**src/include/ltb_params.svh**
```systemverilog
// Constants for the load transfer button control block
// Assumes inclusion by bare name from the design files
`ifndef LTB_PARAMS_SVH
`define LTB_PARAMS_SVH
`define LTB_SYNC_STAGES  2
`define LTB_RST_GEN_DRV  1'b0
`define LTB_RST_UTIL_DRV 1'b1
`endif

```
**src/include/ltb_pkg.sv**
```systemverilog
// Types for the load transfer button control block
// Assumes nothing beyond a SystemVerilog compiler
package ltb_pkg;
    typedef enum logic [1:0] {
        LTB_ST_IDLE     = 2'b00,
        LTB_ST_OPEN_UTL = 2'b01,
        LTB_ST_CLOSE_GS = 2'b10
    } ltb_auto_e;
endpackage : ltb_pkg

```
**src/design/ltb_transfer_ctrl.sv**
```systemverilog
// Front-panel breaker button logic driving utility and genset switches
// Assumes button pins asynchronous; mode and availability inputs on clk_in
`include "ltb_params.svh"
// How it works
// - Genset transfer presses count only in manual mode with genset available.
// - Normal: genset press opens utility, closes genset; later presses do nothing.
// - Alternative: first genset press as normal, further presses toggle genset drive.
// - Single-switch: manual open press with genset on load opens genset switch.
// - Dual-switch: utility transfer presses ignored outside manual mode.
// - Normal: utility press with utility available opens genset, closes utility.
// - Alternative: further utility presses toggle utility drive, genset stays open.
// - Automatic: start request with genset available opens utility then closes genset.
module ltb_transfer_ctrl (
    // Clock and reset
    input  wire logic clk_in,
    input  wire logic rst_n_in,
    // Operator buttons
    input  wire logic to_genset_button_in,
    input  wire logic to_utility_button_in,
    input  wire logic open_genset_button_in,
    // Mode and conditions
    input  wire logic manual_mode_in,
    input  wire logic auto_mode_in,
    input  wire logic start_request_in,
    input  wire logic genset_avail_in,
    input  wire logic utility_avail_in,
    // Configuration
    input  wire logic alt_behaviour_in,
    input  wire logic dual_switch_in,
    // Switch drives
    output logic      close_genset_out,
    output logic      close_utility_out
);
    logic gs_press;
    logic ut_press;
    logic op_press;
    logic gs_latched;
    logic ut_latched;
    logic gs_valid;
    logic ut_valid;
    logic op_valid;
    ltb_pkg::ltb_auto_e auto_st;
    ltb_pkg::ltb_auto_e next_auto_st;

    ltb_press_detect u_gs (
        .clk_in    (clk_in),
        .rst_n_in  (rst_n_in),
        .button_in (to_genset_button_in),
        .press_out (gs_press)
    );
    ltb_press_detect u_ut (
        .clk_in    (clk_in),
        .rst_n_in  (rst_n_in),
        .button_in (to_utility_button_in),
        .press_out (ut_press)
    );
    ltb_press_detect u_op (
        .clk_in    (clk_in),
        .rst_n_in  (rst_n_in),
        .button_in (open_genset_button_in),
        .press_out (op_press)
    );

    // Press qualification
    assign gs_valid = gs_press & manual_mode_in & genset_avail_in;
    assign ut_valid = ut_press & manual_mode_in & dual_switch_in & utility_avail_in;
    assign op_valid = op_press & manual_mode_in & ~dual_switch_in;

    // Automatic transfer sequence
    always_comb begin
        next_auto_st = auto_st;
        case (auto_st)
            ltb_pkg::LTB_ST_IDLE: begin
                if (auto_mode_in && start_request_in && genset_avail_in && !close_genset_out)
                    next_auto_st = ltb_pkg::LTB_ST_OPEN_UTL;
            end
            ltb_pkg::LTB_ST_OPEN_UTL: next_auto_st = ltb_pkg::LTB_ST_CLOSE_GS;
            ltb_pkg::LTB_ST_CLOSE_GS: next_auto_st = ltb_pkg::LTB_ST_IDLE;
            default:                  next_auto_st = ltb_pkg::LTB_ST_IDLE;
        endcase
    end

    always_ff @(posedge clk_in) begin
        if (!rst_n_in)
            auto_st <= ltb_pkg::LTB_ST_IDLE;
        else
            auto_st <= next_auto_st;
    end

    // First-press latches, cleared when the other side takes the load
    always_ff @(posedge clk_in) begin
        if (!rst_n_in) begin
            gs_latched <= 1'b0;
            ut_latched <= 1'b0;
        end else if (auto_st == ltb_pkg::LTB_ST_CLOSE_GS) begin
            // Genset takes the load, a stale utility latch would block
            ut_latched <= 1'b0;
        end else if (auto_st == ltb_pkg::LTB_ST_IDLE) begin
            // Same priority as the drives, so a lost press latches nothing
            if (gs_valid) begin
                if (!gs_latched && !close_genset_out) begin
                    gs_latched <= 1'b1;
                    ut_latched <= 1'b0;
                end
            end else if (ut_valid) begin
                if (!ut_latched && !close_utility_out) begin
                    ut_latched <= 1'b1;
                    gs_latched <= 1'b0;
                end
            end else if (op_valid) begin
                gs_latched <= 1'b0;
            end
        end
    end

    // Switch drives
    always_ff @(posedge clk_in) begin
        if (!rst_n_in) begin
            close_genset_out  <= `LTB_RST_GEN_DRV;
            close_utility_out <= `LTB_RST_UTIL_DRV;
        end else if (auto_st == ltb_pkg::LTB_ST_OPEN_UTL) begin
            close_utility_out <= 1'b0;
        end else if (auto_st == ltb_pkg::LTB_ST_CLOSE_GS) begin
            close_genset_out  <= 1'b1;
        end else if (gs_valid) begin
            if (!gs_latched && !close_genset_out) begin
                close_utility_out <= 1'b0;
                close_genset_out  <= 1'b1;
            end else if (gs_latched && alt_behaviour_in) begin
                close_utility_out <= 1'b0;
                close_genset_out  <= ~close_genset_out;
            end
        end else if (ut_valid) begin
            if (!ut_latched && !close_utility_out) begin
                close_genset_out  <= 1'b0;
                close_utility_out <= 1'b1;
            end else if (ut_latched && alt_behaviour_in) begin
                close_genset_out  <= 1'b0;
                close_utility_out <= ~close_utility_out;
            end
        end else if (op_valid && close_genset_out) begin
            close_genset_out <= 1'b0;
        end
    end

    a_gs_ignored: assert property (@(posedge clk_in) disable iff (!rst_n_in)
        (gs_press && !(manual_mode_in && genset_avail_in) && !ut_valid && !op_valid
         && auto_st == ltb_pkg::LTB_ST_IDLE)
        |=> $stable(close_genset_out) && $stable(close_utility_out))
        else $error("genset press not ignored");
    a_gs_normal: assert property (@(posedge clk_in) disable iff (!rst_n_in)
        (gs_valid && !gs_latched && !close_genset_out && auto_st == ltb_pkg::LTB_ST_IDLE)
        |=> close_genset_out && !close_utility_out)
        else $error("genset transfer failed");
    a_gs_normal_hold: assert property (@(posedge clk_in) disable iff (!rst_n_in)
        (gs_valid && gs_latched && !alt_behaviour_in && auto_st == ltb_pkg::LTB_ST_IDLE)
        |=> $stable(close_genset_out) && $stable(close_utility_out))
        else $error("repeat press changed drives");
    a_gs_toggle: assert property (@(posedge clk_in) disable iff (!rst_n_in)
        (gs_valid && gs_latched && alt_behaviour_in && auto_st == ltb_pkg::LTB_ST_IDLE)
        |=> close_genset_out != $past(close_genset_out) && !close_utility_out)
        else $error("genset toggle failed");
    a_open_genset: assert property (@(posedge clk_in) disable iff (!rst_n_in)
        (op_valid && !gs_valid && !ut_valid && auto_st == ltb_pkg::LTB_ST_IDLE)
        |=> !close_genset_out)
        else $error("open genset failed");
    a_open_again: assert property (@(posedge clk_in) disable iff (!rst_n_in)
        (op_valid && !close_genset_out && !gs_valid && !ut_valid && auto_st == ltb_pkg::LTB_ST_IDLE)
        |=> $stable(close_genset_out) && $stable(close_utility_out))
        else $error("repeat open press changed drives");
    a_open_ignored: assert property (@(posedge clk_in) disable iff (!rst_n_in)
        (op_press && (!manual_mode_in || dual_switch_in) && !gs_valid && !ut_valid && auto_st == ltb_pkg::LTB_ST_IDLE)
        |=> $stable(close_genset_out) && $stable(close_utility_out))
        else $error("open press not ignored");
    a_ut_ignored: assert property (@(posedge clk_in) disable iff (!rst_n_in)
        (ut_press && !manual_mode_in && auto_st == ltb_pkg::LTB_ST_IDLE)
        |=> $stable(close_utility_out))
        else $error("utility press not ignored");
    a_ut_single_ignored: assert property (@(posedge clk_in) disable iff (!rst_n_in)
        (ut_press && !dual_switch_in && !gs_valid && !op_valid && auto_st == ltb_pkg::LTB_ST_IDLE)
        |=> $stable(close_genset_out) && $stable(close_utility_out))
        else $error("utility press acted on single switch");
    a_ut_unavail_ignored: assert property (@(posedge clk_in) disable iff (!rst_n_in)
        (ut_press && !utility_avail_in && !gs_valid && !op_valid && auto_st == ltb_pkg::LTB_ST_IDLE)
        |=> $stable(close_genset_out) && $stable(close_utility_out))
        else $error("utility press acted without utility");
    a_ut_normal: assert property (@(posedge clk_in) disable iff (!rst_n_in)
        (ut_valid && !gs_valid && !ut_latched && !close_utility_out && auto_st == ltb_pkg::LTB_ST_IDLE)
        |=> close_utility_out && !close_genset_out)
        else $error("utility transfer failed");
    a_ut_normal_hold: assert property (@(posedge clk_in) disable iff (!rst_n_in)
        (ut_valid && !gs_valid && ut_latched && !alt_behaviour_in && auto_st == ltb_pkg::LTB_ST_IDLE)
        |=> $stable(close_genset_out) && $stable(close_utility_out))
        else $error("repeat utility press changed drives");
    a_ut_toggle: assert property (@(posedge clk_in) disable iff (!rst_n_in)
        (ut_valid && !gs_valid && ut_latched && alt_behaviour_in && auto_st == ltb_pkg::LTB_ST_IDLE)
        |=> close_utility_out != $past(close_utility_out) && !close_genset_out)
        else $error("utility toggle failed");
    a_auto_seq: assert property (@(posedge clk_in) disable iff (!rst_n_in)
        (auto_st == ltb_pkg::LTB_ST_IDLE && next_auto_st == ltb_pkg::LTB_ST_OPEN_UTL)
        |=> ##1 !close_utility_out ##1 close_genset_out)
        else $error("auto transfer order wrong");
    a_auto_open: assert property (@(posedge clk_in) disable iff (!rst_n_in)
        (auto_st == ltb_pkg::LTB_ST_OPEN_UTL)
        |=> !close_utility_out)
        else $error("auto sequence left utility closed");
    a_auto_close: assert property (@(posedge clk_in) disable iff (!rst_n_in)
        (auto_st == ltb_pkg::LTB_ST_CLOSE_GS)
        |=> close_genset_out && !close_utility_out)
        else $error("auto sequence did not close genset");
    a_auto_needs_mode: assert property (@(posedge clk_in) disable iff (!rst_n_in)
        (auto_st == ltb_pkg::LTB_ST_IDLE && !auto_mode_in)
        |=> auto_st == ltb_pkg::LTB_ST_IDLE)
        else $error("auto sequence started outside automatic mode");
    // Drives change only on a qualified press or the automatic sequence
    a_drives_hold: assert property (@(posedge clk_in) disable iff (!rst_n_in)
        (auto_st == ltb_pkg::LTB_ST_IDLE && !gs_press && !ut_press && !op_press)
        |=> $stable(close_genset_out) && $stable(close_utility_out))
        else $error("drives changed without a press");
    // Both switches closed would parallel utility and genset
    a_drive_interlock: assert property (@(posedge clk_in) disable iff (!rst_n_in)
        !(close_genset_out && close_utility_out))
        else $error("both switch drives closed");

    c_gs_transfer: cover property (@(posedge clk_in) gs_valid && !gs_latched);
    c_open:        cover property (@(posedge clk_in) op_valid && close_genset_out);
    c_gs_toggle:   cover property (@(posedge clk_in) gs_valid && gs_latched && alt_behaviour_in);
    c_ut_transfer: cover property (@(posedge clk_in) ut_valid && !ut_latched);
    c_auto:        cover property (@(posedge clk_in) auto_st == ltb_pkg::LTB_ST_CLOSE_GS);
endmodule : ltb_transfer_ctrl

```
**src/design/ltb_press_detect.sv**
```systemverilog
// Button synchroniser and rising edge detector
// Assumes an asynchronous active-high button level
`include "ltb_params.svh"
module ltb_press_detect (
    // Clock and reset
    input  wire logic clk_in,
    input  wire logic rst_n_in,
    // Button
    input  wire logic button_in,
    output logic      press_out
);
    logic sync_a;
    logic sync_b;
    logic prev;

    always_ff @(posedge clk_in) begin
        if (!rst_n_in) begin
            sync_a <= 1'b0;
            sync_b <= 1'b0;
            prev   <= 1'b0;
        end else begin
            sync_a <= button_in;
            sync_b <= sync_a;
            prev   <= sync_b;
        end
    end

    assign press_out = sync_b & ~prev;

    a_press_single: assert property (@(posedge clk_in) disable iff (!rst_n_in)
        press_out |=> !press_out)
        else $error("press lasted more than one cycle");
endmodule : ltb_press_detect

```
**config.mk**
```make
export PLATFORM = sky130hd
export DESIGN_NAME = ltb_transfer_ctrl
export DESIGN_NICKNAME = d
export VERILOG_FILES = /design/src/include/ltb_pkg.sv /design/src/design/ltb_transfer_ctrl.sv /design/src/design/ltb_press_detect.sv
export VERILOG_INCLUDE_DIRS = /design/src /design/src/include
export SDC_FILE = /design/constraint.sdc
export NUM_CORES = 1
export LEC_CHECK = 0
export BUFFER_PORTS_ARGS = -buffer_cell sky130_fd_sc_hd__buf_2
export CAP_MARGIN = 20
export CORE_AREA = 2 2 39 41
export DETAILED_ROUTE_END_ITERATION = 10
export DIE_AREA = 0 0 41 43
export PLACE_DENSITY = 0.7
export REMOVE_ABC_BUFFERS = 1
export SYNTH_ARGS = -nofsm -noshare
export SYNTH_HDL_FRONTEND = slang
export SYNTH_HIERARCHICAL = 1
export SYNTH_SLANG_ARGS = --single-unit
export TNS_END_PERCENT = 20
```
**constraint.sdc**
```tcl
create_clock -name clk_in -period 2.9 [get_ports clk_in]
set_clock_uncertainty 0.15 [all_clocks]
set_input_delay 0.58 -clock clk_in [delete_from_list [all_inputs] [get_ports clk_in]]
set_output_delay 0.58 -clock clk_in [all_outputs]
set_load 0.01 [all_outputs]
```
==> summary.md <==
| Metric | Value |
|---|---|
| ANT nets after route | 0 |
| Die extent in y | 43 µm |
| Clock latency on the worst-skew pair | 0.28 ns |
| Starting Density | 45.2% |
| Width of the die | 41 µm |
| Final Hold Vio Count | 0 |
| Max stage delay on crit path | 0.42 ns |
| Worst Hold End | u_op/sync_b$_SDFF_PN0_ |
| Worst setup SP type | flip-flop |
| Avg Synthesized Cell Area | 9.48 µm² |
| Critical Path Slowest Stage Cell | dfxtp_1 |
| Critical path, cell by cell | buf_2 |
| Worst setup EP type | output pin |
| Core Area | 0.00138 mm² |
| Wire per inst | 11.7 µm |
| Worst Path Max Fanout | 5 |
| Commonest cells after routing, fill and taps aside | 15 x dfxtp_1, 13 x buf_2, 11 x and2_1 |
| Total gr overflow | 0 |
| Fin crit share | 55.0% |
| Seq/Total Area, Yosys | 48.0% |
| TritonCTS clock tree | built |
| Commonest non-fill, non-tap cell in the layout | dfxtp_1 |
| Crit Path Category | reg -> out |
| Final wirelength | 1.16 mm |
| Outcome | completed |
| RSZ-0062 raised after global routing | false |
| Pleak | 0.292 nW |
| Worst Max-Slew Pin Slew | 0.315 ns |
| Layout cells sized above 1 | 24.1% |
| FMAX | 627 MHz |
| Worst-path clk slew | 0.08 ns |
| Vias | 527 |
| Worst Hold Depth | 1 |
| Synth Warn # | 6 |
| DRT iter0 DRCs | 9 |
| Metal2 WL | 528 µm |
| DR top layer | met4 |
| CTS resizes | 0 |
| Global-route wire length before repair | 2.04 mm |
| Residual DRC | 0 |
| CTS Buf Count | 3 |
| Pin count of the biggest net entering global routing | 14 |
| Bufs on Longest Clock Path | 2 |
| Worst Path Arrival | 0.87 ns |
| Die area | 0.00176 mm² |
| Setup violations, final | 0 |
| Crit path buf inv count | 1 |
| WL met3 | 66 µm |
| Vias per cell | 5.32 |
| Top delay family on crit path | flip-flops |
| MaxCap Viol Count | 0 |
| Worst slack at placement | 1.29 ns |
| # IOs | 14 |
| Setup TNS | 0 ns |
| Critical path required time | 2.17 ns |
| IO buf count | 13 |
| Post-DP HPWL | 866 µm |
| Worst reg-to-reg path cell count | 5 |
| Distinct cells, synth | 22 |
| Hold Crit Class | reg -> reg |
| Max Slew Vio Count | 0 |
| Area share of the largest cell type after synthesis | 48.0% |
| Clock Sinks | 15 |
| Htree depth | 1 |
| CTS hold repair buffers | 0 |
| HP Start | u_op/sync_a$_SDFF_PN0_ |
| Vias in the first global route | 495 |
| M1 WL | 520 µm |
| Reg2Reg Setup Slack | 1.47 ns |
| PwrDens | 506 mW/mm² |
| Antenna violations before repair | 0 |
| IR drop worst, VDD | 0.283 mV |
| 1st-pass router iterations | 4 |
| Fillers | 141 |
| Period minus WS final | 1.60 ns |
| Post-synthesis instance total | 66 |
| Final WS setup | 1.30 ns |
| Placer Congestion | 0.855 |
| Largest area contributor in the synthesized netlist | dfxtp_1 |
| Worst flop-to-flop path endpoint | close_genset_out$_SDFFE_PN0P_ |
| Area Overhead vs Synth | 17.8% |
| Post-synthesis instance area | 626 µm² |
| Total track usage | 17.9% |
| N_diodes | 0 |
| Largest cells by area after synthesis | dfxtp_1 48%, and2_1 11%, nor2b_4 6.6% |
| Std-Cell Rows | 14 |
| Reg2reg start | u_ut/sync_b$_SDFF_PN0_ |
| Post-synthesis register bit count | 15 |
| # Post-CTS Setup Buffers | 0 |
| Worst rel slew slack | 78.9% |
| Nets | 96 |
| Clk root buf | clkbuf_4 |
cell usage after synthesis:
cell / instances
dfxtp_1: 15
and2_1: 11
nand2_1: 4
nor2_1: 4
a31oi_1: 3
inv_1: 3
nand2b_1: 3
nand3_1: 3
nor2b_4: 3
a21oi_1: 2
a311oi_1: 2
o211ai_1: 2
o21ai_0: 2
a21o_1: 1
a21o_2: 1
a31o_1: 1
nor3_1: 1
o2111ai_1: 1
o2bb2ai_1: 1
o311ai_1: 1
or2_1: 1
or3_1: 1
cells by family (layout without fill, tap and decap cells):
kind of cell | count (synthesis) | after routing | share of synthesized area, %
compound gates | 17 | 17 | 19.6
buf+inv | 3 | 20 | 1.80
flops | 15 | 15 | 48.0
simple gates | 31 | 31 | 30.6
metal layers:
metal  up-vias  global-route usage (%)
met3         5                    4.71
met5         -                       0
li1        267                       -
met2        15                    26.6
met4         0                    14.0
met1       240                    20.5
area by class of cell:
type                            count  area [µm²]  share of cell area (%)
Timing Repair Buffer               13        65.1                    8.83
Inverter                            3        11.3                    1.53
Multi-Input combinational cell     48         314                    42.6
Tap cell                           16        20.0                    2.72
Clock buffer                        4        26.3                    3.57
Sequential cell                    15         300                    40.7
report_power, final:
group	leakage, nW	total [mW]	switching [mW]	internal, mW
registers	0.123	0.221	0.00607	0.214
clock network	0.0150	0.115	0.0610	0.0535
logic	0.154	0.0381	0.0187	0.0194
sequential cells by signal, summed over array words and instances, names as in the netlist:
name,cells
close_genset_out,1
u_ut/sync_a,1
u_ut/prev,1
u_op/sync_b,1
gs_latched,1
u_ut/sync_b,1
ut_latched,1
auto_st,2
u_op/sync_a,1
close_utility_out,1
u_gs/sync_a,1
u_gs/prev,1
u_op/prev,1
u_gs/sync_b,1
worst max-delay path by stage:
stage	startpoint	endpoint	slack, ns	cells past startpoint
2_1_floorplan	utility_avail_in	close_utility_out$_SDFFE_PN1P_	1.46	4
3_3_place_gp	genset_avail_in	close_utility_out$_SDFFE_PN1P_	1.30	5
3_5_place_dp	dual_switch_in	close_genset_out$_SDFFE_PN0P_	1.29	5
4_1_cts	close_genset_out$_SDFFE_PN0P_	close_genset_out	1.29	1
5_1_grt	close_genset_out$_SDFFE_PN0P_	close_genset_out	1.26	1
6_report	close_genset_out$_SDFFE_PN0P_	close_genset_out	1.30	1
through the flow:
stage	instance area (µm²)	hold WS (ns)	power, mW	utilization [%]	instances
after floorplan	626	0.256	0.246	-	66
after global placement	711	0.258	0.263	51.4	95
after detailed placement	711	0.261	0.263	51.4	95
after CTS	737	0.283	0.380	53.3	99
after global routing	737	0.305	0.395	53.3	99
final	737	0.279	0.373	53.3	99
No activity file was read; power rests on OpenSTA's default activity.
